$ cat src/rtl/dcpd_pkg.sv
package dcpd_pkg;

  // ----------------------------------------------------------------
  // Register map
  // ----------------------------------------------------------------
  localparam logic [3:0] CTRL_OFFSET = 4'h0;
  localparam logic [3:0] STATUS_OFFSET = 4'h4;
  localparam logic [3:0] MASK_OFFSET = 4'h8;

  localparam int CTRL_SYNC_BIT = 5;
  localparam int CTRL_BLACK_BIT = 12;
  localparam int CTRL_DIRECT_BIT = 0;
  localparam int CTRL_PLL_BIT = 1;

  localparam logic [31:0] CTRL_RESET = 32'h0000_0000;
  localparam logic [7:0] MASK_RESET = 8'hFF;

  // ----------------------------------------------------------------
  // Output level components, in output_current_step units
  // ----------------------------------------------------------------
  localparam logic [8:0] BLACK_PEDESTAL = 9'h014;
  localparam logic [8:0] SYNC_PEDESTAL = 9'h06C;
  localparam int LEVEL_W = 9;

  typedef struct packed {
    logic [7:0] blue_pixel_lane;
    logic [7:0] green_pixel_lane;
    logic [7:0] red_pixel_lane;
  } dcpd_pixel_t;

  typedef struct packed {
    logic blank;
    logic sync;
    dcpd_pixel_t pix;
  } dcpd_word_t;

  typedef struct packed {
    logic [LEVEL_W-1:0] blue;
    logic [LEVEL_W-1:0] green;
    logic [LEVEL_W-1:0] red;
  } dcpd_level_t;

endpackage

$ cat src/rtl/dcpd_top.sv
`timescale 1ns/10ps
`default_nettype none

// Behaviour
// - Direct mode: three 8-bit lookup indices.
// - Capture one 24-bit pixel per clock rise.
// - Lanes one, two, three drive red, green, blue.
// - Direct mode bypasses multiplier, uses external clock.
// - Pixel mask ignored in direct mode.
// - Each channel carries 8-bit code 0..255.
// - Black pedestal 20 only during active display.
// - Sync pedestal 108 except during sync pulses.
// - Sync appears identically on all channels.
// - Bit 12 enables black, bit 5 sync.
// - Full 8-bit depth at full dot rate.
// - One bit selects multiplexed or direct mode.
// - Direct mode uses gamma tables, external clock.
module dcpd_top (
  input wire logic clk,
  input wire logic rst_n,
  input wire logic [3:0] reg_addr,
  input wire logic [31:0] reg_wdata,
  input wire logic reg_wr,
  input wire logic reg_rd,
  output logic [31:0] reg_rdata,
  input wire logic pix_clk,
  input wire logic [7:0] red_pixel_lane,
  input wire logic [7:0] green_pixel_lane,
  input wire logic [7:0] blue_pixel_lane,
  input wire logic pix_blank,
  input wire logic pix_sync,
  input wire logic out_ready,
  output logic out_valid,
  output logic [7:0] red_code,
  output logic [7:0] green_code,
  output logic [7:0] blue_code,
  output logic [8:0] red_level,
  output logic [8:0] green_level,
  output logic [8:0] blue_level,
  output logic pll_bypass
);

  // ----------------------------------------------------------------
  // Register file
  // ----------------------------------------------------------------
  logic [31:0] ctrl_r, ctrl_nxt;
  logic [7:0] mask_r, mask_nxt;
  logic [31:0] rdata_r, rdata_nxt;
  logic [15:0] drop_cnt_r, drop_cnt_nxt;
  logic direct_mode;
  logic drop_evt;

  assign direct_mode = ctrl_r[dcpd_pkg::CTRL_DIRECT_BIT];

  always_comb begin
    ctrl_nxt = ctrl_r;
    mask_nxt = mask_r;
    rdata_nxt = 32'h0000_0000;
    drop_cnt_nxt = drop_cnt_r;
    if (reg_wr && reg_addr == dcpd_pkg::CTRL_OFFSET) begin
      ctrl_nxt = reg_wdata;
    end
    if (reg_wr && reg_addr == dcpd_pkg::MASK_OFFSET) begin
      mask_nxt = reg_wdata[7:0];
    end
    if (reg_rd) begin
      unique case (reg_addr)
        dcpd_pkg::CTRL_OFFSET: rdata_nxt = ctrl_r;
        dcpd_pkg::STATUS_OFFSET: rdata_nxt = {16'h0000, drop_cnt_r};
        dcpd_pkg::MASK_OFFSET: rdata_nxt = {24'h000000, mask_r};
        default: rdata_nxt = 32'h0000_0000;
      endcase
    end
    // The counter saturates so a long stall cannot wrap it to zero.
    if (drop_evt && drop_cnt_r != 16'hFFFF) begin
      drop_cnt_nxt = drop_cnt_r + 16'h0001;
    end
  end

  always_ff @(posedge clk or negedge rst_n) begin
    if (!rst_n) begin
      ctrl_r <= dcpd_pkg::CTRL_RESET;
      mask_r <= dcpd_pkg::MASK_RESET;
      rdata_r <= 32'h0000_0000;
      drop_cnt_r <= 16'h0000;
    end else begin
      ctrl_r <= ctrl_nxt;
      mask_r <= mask_nxt;
      rdata_r <= rdata_nxt;
      drop_cnt_r <= drop_cnt_nxt;
    end
  end

  // ----------------------------------------------------------------
  // Gamma tables, loaded at identity: channel c, entry i holds i
  // ----------------------------------------------------------------
  // The tables are fixed identity maps here; loading them belongs to the
  // programming port outside this block.
  function automatic logic [7:0] gamma(input logic [7:0] idx);
    gamma = idx;
  endfunction

  // ----------------------------------------------------------------
  // Pixel clock edge detect and capture
  // ----------------------------------------------------------------
  dcpd_pkg::dcpd_word_t pin_word, in_sync;
  logic pclk_s;
  logic pclk_d_r, pclk_d_nxt;
  logic rise;

  assign pin_word = {pix_blank, pix_sync, blue_pixel_lane, green_pixel_lane,
                     red_pixel_lane};

  // Clock and data pass identical two-flop stages, so the word seen with
  // a detected edge was sampled on the same clk edge as that edge.
  dcpd_sync2 #(
    .W(1)
  ) i_dcpd_sync2_clk (
    .clk(clk),
    .rst_n(rst_n),
    .d(pix_clk),
    .q(pclk_s)
  );

  dcpd_sync2 #(
    .W($bits(dcpd_pkg::dcpd_word_t))
  ) i_dcpd_sync2_data (
    .clk(clk),
    .rst_n(rst_n),
    .d(pin_word),
    .q(in_sync)
  );

  always_comb begin
    pclk_d_nxt = pclk_s;
  end

  always_ff @(posedge clk or negedge rst_n) begin
    if (!rst_n) begin
      pclk_d_r <= 1'b0;
    end else begin
      pclk_d_r <= pclk_d_nxt;
    end
  end

  // The pixel data must be stable across the edge, since it is taken
  // from the same synchroniser depth as the clock.
  assign rise = pclk_s && !pclk_d_r;

  // ----------------------------------------------------------------
  // Two-entry buffer between capture and output
  // ----------------------------------------------------------------
  dcpd_pkg::dcpd_word_t buf_r [2];
  dcpd_pkg::dcpd_word_t buf_nxt [2];
  logic [1:0] cnt_r, cnt_nxt;
  logic rd_ptr_r, rd_ptr_nxt;
  logic in_valid, in_ready, pop;
  dcpd_pkg::dcpd_word_t in_word, head;

  always_comb begin
    in_word = in_sync;
    // The mask applies only in multiplexed mode; direct mode passes bytes.
    if (!direct_mode) begin
      in_word.pix.red_pixel_lane = in_word.pix.red_pixel_lane & mask_r;
      in_word.pix.green_pixel_lane = in_word.pix.green_pixel_lane & mask_r;
      in_word.pix.blue_pixel_lane = in_word.pix.blue_pixel_lane & mask_r;
    end
  end

  assign in_valid = rise;
  assign in_ready = cnt_r != 2'h2;
  assign drop_evt = in_valid && !in_ready;
  assign head = buf_r[rd_ptr_r];

  logic oreg_free;
  assign oreg_free = !out_valid || out_ready;
  assign pop = cnt_r != 2'h0 && oreg_free;

  always_comb begin
    buf_nxt = buf_r;
    cnt_nxt = cnt_r;
    rd_ptr_nxt = rd_ptr_r;
    if (in_valid && in_ready) begin
      buf_nxt[rd_ptr_r ^ cnt_r[0]] = in_word;
    end
    if (pop) begin
      rd_ptr_nxt = !rd_ptr_r;
    end
    cnt_nxt = cnt_r + {1'b0, in_valid && in_ready} - {1'b0, pop};
  end

  always_ff @(posedge clk or negedge rst_n) begin
    if (!rst_n) begin
      buf_r[0] <= '0;
      buf_r[1] <= '0;
      cnt_r <= 2'h0;
      rd_ptr_r <= 1'b0;
    end else begin
      buf_r <= buf_nxt;
      cnt_r <= cnt_nxt;
      rd_ptr_r <= rd_ptr_nxt;
    end
  end

  // ----------------------------------------------------------------
  // Level composition
  // ----------------------------------------------------------------
  logic [7:0] code_nxt [3];
  logic [8:0] lvl_nxt [3];
  logic [7:0] lane [3];
  logic [8:0] ped;
  logic out_valid_nxt;
  logic pll_bypass_nxt;
  logic [7:0] code_r [3];
  logic [8:0] lvl_r [3];

  always_comb begin
    lane[0] = head.pix.red_pixel_lane;
    lane[1] = head.pix.green_pixel_lane;
    lane[2] = head.pix.blue_pixel_lane;
    ped = 9'h000;
    if (ctrl_r[dcpd_pkg::CTRL_BLACK_BIT] && !head.blank) begin
      ped = ped + dcpd_pkg::BLACK_PEDESTAL;
    end
    // One shared pedestal feeds every channel, so sync is identical.
    if (ctrl_r[dcpd_pkg::CTRL_SYNC_BIT] && !head.sync) begin
      ped = ped + dcpd_pkg::SYNC_PEDESTAL;
    end
    // Direct mode always runs from the external dot clock.
    pll_bypass_nxt = direct_mode;
    if (!ctrl_r[dcpd_pkg::CTRL_PLL_BIT]) begin
      pll_bypass_nxt = 1'b1;
    end
    out_valid_nxt = out_valid;
    for (int c = 0; c < 3; c++) begin
      code_nxt[c] = code_r[c];
      lvl_nxt[c] = lvl_r[c];
    end
    if (oreg_free) begin
      out_valid_nxt = pop;
      for (int c = 0; c < 3; c++) begin
        // Each byte indexes its own table at full 8-bit width.
        code_nxt[c] = head.blank ? 8'h00 : gamma(lane[c]);
        lvl_nxt[c] = {1'b0, code_nxt[c]} + ped;
      end
    end
  end

  always_ff @(posedge clk or negedge rst_n) begin
    if (!rst_n) begin
      out_valid <= 1'b0;
      for (int c = 0; c < 3; c++) begin
        code_r[c] <= 8'h00;
        lvl_r[c] <= 9'h000;
      end
      pll_bypass <= 1'b0;
    end else begin
      out_valid <= out_valid_nxt;
      for (int c = 0; c < 3; c++) begin
        code_r[c] <= code_nxt[c];
        lvl_r[c] <= lvl_nxt[c];
      end
      pll_bypass <= pll_bypass_nxt;
    end
  end

  assign reg_rdata = rdata_r;
  assign red_code = code_r[0];
  assign green_code = code_r[1];
  assign blue_code = code_r[2];
  assign red_level = lvl_r[0];
  assign green_level = lvl_r[1];
  assign blue_level = lvl_r[2];

endmodule

// ----------------------------------------------------------------
// Two-flop synchroniser for inputs from outside the clk domain
// ----------------------------------------------------------------
module dcpd_sync2 #(
  parameter int W = 1
) (
  input wire logic clk,
  input wire logic rst_n,
  input wire logic [W-1:0] d,
  output logic [W-1:0] q
);

  logic [W-1:0] meta_r, meta_nxt;
  logic [W-1:0] q_r, q_nxt;

  // Only the second stage leaves this module, so a metastable first
  // stage has a whole cycle to settle.
  always_comb begin
    meta_nxt = d;
    q_nxt = meta_r;
  end

  always_ff @(posedge clk or negedge rst_n) begin
    if (!rst_n) begin
      meta_r <= '0;
      q_r <= '0;
    end else begin
      meta_r <= meta_nxt;
      q_r <= q_nxt;
    end
  end

  assign q = q_r;

endmodule

`default_nettype wire

$ cat config.mk
export PLATFORM = sky130hd
export DESIGN_NAME = dcpd_top
export DESIGN_NICKNAME = d
export VERILOG_FILES = /design/src/rtl/dcpd_pkg.sv /design/src/rtl/dcpd_top.sv
export SDC_FILE = /design/constraint.sdc
export NUM_CORES = 1
export LEC_CHECK = 0
export BUFFER_PORTS_ARGS = -buffer_cell sky130_fd_sc_hd__buf_4
export CORE_MARGIN = 2
export CORE_UTILIZATION = 51
export DETAILED_ROUTE_END_ITERATION = 8
export PLACE_DENSITY_LB_ADDON = 0.08
export SYNTH_ARGS = -nofsm -noshare
export SYNTH_HDL_FRONTEND = slang
export SYNTH_HIERARCHICAL = 1
export SYNTH_SLANG_ARGS = --single-unit
$ cat constraint.sdc
create_clock -name clk -period 2.9 [get_ports clk]
set_input_delay 0.145 -clock clk [delete_from_list [all_inputs] [get_ports clk]]
set_output_delay 0.145 -clock clk [all_outputs]
set_load 0.02 [all_outputs]
==> flow_summary.toml <==
[yosys]
syn_area_sq_um = 10030
synth_fp_nets = 945
post_synth_num_cell_types = 61
yosys_warnings = 6
ys_seq_elements = 245
syn_avg_cell_area_sq_um = 11.78
synth.yosys.seq_area_share = 0.6120
synthArstFlopShare = 1.000
ys.flop_type = "dfrtp_1"
synth_edf_count = 0
synth_cells = 852

[cts]
clk_pin_slew_ns = 0.07
numCtsBuffers = 25
root_buffer = "clkbuf_16"
clock_latency_ns = 0.51
cts.sinks = 245
cts_tree = "built"
clock_path_buffers = 3
h-tree-depth = 1

[die]
chipWidth_um = 144.3
start_util = 0.5173
fp-row-count = 51
core_sq_um = 19400
die-area_sq_um = 20810
io-pin-count = 153
die_h_um = 144.3

[critical_path]
path_max_fanout = 5
cp-end-kind = "flop"
worst-endpoint-arrival_ns = 3.19
start_kind = "flop"
crit_type = "flop to flop"
cp.required_ns = 3.33

[routing]
drt_iter0_drc = 410
wl_um = 22010
vias_per_cell = 5.150
num_vias = 6952
ant_nets = 0
dr.pass1.iters = 7
wl_per_cell_um = 16.30
drc = 0

[run]
drv_cap = 0

[final_layout]
nFillCells = 1561
final_util = 0.6669
areaGrowthSynthToFinish_pct = 28.92
multi_input_area_sq_um = 3649
regArea_sq_um = 6142
drive_above_1_share = 0.2664
n_antenna_cell = 0
nNetsFinal = 1160

[sta]
worst_slew_pin_slew_ns = 0.7978
finalCriticalPeriod_ns = 2.759
finalCritPeriodShare = 0.9513
tns_ns = 0
slew_viol_final = 0
max_slew_margin = 0.4670
setup_viol = 0
max_freq_mhz = 362.5
finalHoldViolations = 0
worst_hold_slack_ns = 0.1443
fin_ws_ns = 0.1412
finClkSkew_ns = 0.007420
rsz0062_at_grt = "no"

[run_status]
outcome = "complete, no violations"

[place]
post-place-ws_ns = 0.08534
gp_congestion = 0.8631
dp_hpwl_um = 14820
io_buffer_count = 152

[global_route]
grt_overflow = 0
grt_max_degree = 77
antenna_found_initial = 0
grt_usage = 0.2172
grt_pass1_wl_um = 35880
grt_pass1_vias = 6807

[power]
cellLeakagePower_nw = 6.255
vdd_drop_max_uv = 533.4
total_power_mw = 11.30
powerDensity_nw_per_um2 = 873.4

[hold_path]
hp-class = "primary input to flop"
[cells in the final DEF (no fill, tap or decap), types with 5 or more instances in the layout]
cell and instances:
a21oi_1 19, a222oi_1 8, a22oi_1 8, a31oi_1 5
and3_1 19, and3b_1 6, buf_4 169, clkbuf_16 25
clkbuf_8 7, clkinv_2 5, dfrtp_1 236, dfstp_2 8
dlygate4sd3_1 61, ha_1 21, inv_1 17, mux2_2 48
mux2i_1 19, nand2_1 124, nand3_1 8, nand4_1 7
nor2_1 56, nor2b_1 5, nor3_1 14, nor3b_1 9
o21ai_0 75, o31ai_1 10, xnor2_1 6, xor2_1 19
[layer usage]
layer  track usage  up-vias  wire length [um]
li1              -     3397                 -
met1        0.3180     3324             10290
met2        0.3383      192             10010
met3       0.04139       39              1244
met4       0.05468        0               463
met5             0        -                 0
[path summary, 6_finish.rpt]
check,start,depth (start not counted),slack [ns],end
min in group asynchronous,rst_n,2,0.19,blue_code[2]$_DFFE_PN0N_
max in group asynchronous,rst_n,3,1.89,mask_r[3]$_DFFE_PN1P_
worst max-delay path,rd_ptr_r$_DFFE_PN0P_,11,0.14,blue_level[8]$_DFFE_PN0N_
worst min-delay path,out_ready,5,0.14,blue_level[6]$_DFFE_PN0N_
worst min register to register,i_dcpd_sync2_data/meta_r[4]$_DFF_PN0_,0,0.34,i_dcpd_sync2_data/q[4]$_DFF_PN0_
worst max register to register,rd_ptr_r$_DFFE_PN0P_,11,0.14,blue_level[8]$_DFFE_PN0N_
[where the power goes]
part | internal, mW | switching [mW] | leakage [nW] | total, mW
Clock | 1.85 | 1.29 | 0.401 | 3.14
Sequential | 4.16 | 0.497 | 3.09 | 4.66
Combinational | 1.52 | 1.98 | 2.76 | 3.50
Total | 7.53 | 3.77 | 6.26 | 11.3
[critical path, stage by stage, from the launching register on]
cell and delay [ns]:
dfrtp_2 0.42, mux2i_1 0.19, and2_4 0.17, ha_2 0.26
inv_1 0.12, ha_1 0.21, inv_1 0.06, fa_2 0.36
nand3b_1 0.15, or3_1 0.35, a31o_2 0.24, a31oi_1 0.15
[flip-flops by register name, indices dropped and copies added, names as in the netlist, 2 cells and up]
register	flops
cnt_r	2
ctrl_r	32
green_code	8
buf_r	52
red_code	8
green_level	7
i_dcpd_sync2_data/q	26
i_dcpd_sync2_data/meta_r	26
red_level	7
blue_code	8
mask_r	8
reg_rdata	32
drop_cnt_r	16
blue_level	7
[layout make-up]
class	count	share of cell area
clock buffer	36	0.05697
clock inverter	9	0.006093
inverter	17	0.004933
multi-input combinational	545	0.2820
sequential	245	0.4748
tap	265	0.02563
timing repair buffer	233	0.1495
[cell usage after synthesis, types with 3 or more instances]
master	number	share of area
nand4_1	7	0.0044
mux2i_1	20	0.020
clkbuf_1	26	0.0097
and4_1	4	0.0035
nor2_1	56	0.021
mux2_2	48	0.054
dfstp_2	8	0.021
nor2b_1	6	0.0037
nand3b_1	4	0.0030
buf_2	10	0.0050
o31ai_1	10	0.0075
a31oi_1	5	0.0031
nand2b_1	3	0.0019
dfrtp_1	237	0.59
and2_1	3	0.0019
buf_4	6	0.0045
xnor2_1	6	0.0052
o21ai_0	75	0.037
a21o_1	3	0.0022
and3b_1	6	0.0052
inv_1	17	0.0064
nor3b_1	9	0.0067
fa_1	3	0.0060
ha_1	22	0.027
xor2_1	19	0.017
and3_1	19	0.012
a21oi_1	19	0.0095
nor3_1	15	0.0075
nand3_1	8	0.0040
a22oi_1	8	0.0060
a222oi_1	8	0.0080
nand2_1	124	0.046
[cells by family (layout without fill, tap and decap cells)]
logic type,count (synthesis),after routing,synth area share
AO/OA/AOI/OAI,147,147,0.09028
XOR/XNOR,25,25,0.02182
adder cells (fa/ha/maj),25,25,0.03342
buffers and inverters,62,295,0.02681
flip-flops,245,245,0.6120
multiplexers,69,69,0.07494
AND/OR/NAND/NOR,279,279,0.1408
[per-stage QoR]
step	cells	area, sq um
after floorplan	852	10060
after detailed placement	1244	11500
after global routing	1350	12940
after CTS	1350	12920
final	1350	12940
after global placement	1244	11500
[what timing repair did]
action / CTS / global route
hold endpoints to repair: 147 / 0
buffers inserted: 0 / 0
hold buffers: 61 / 0
setup endpoints to repair: 0 / 6
gates resized for setup: 0 / 4
Note: power is estimated with default switching activity, not from simulation.
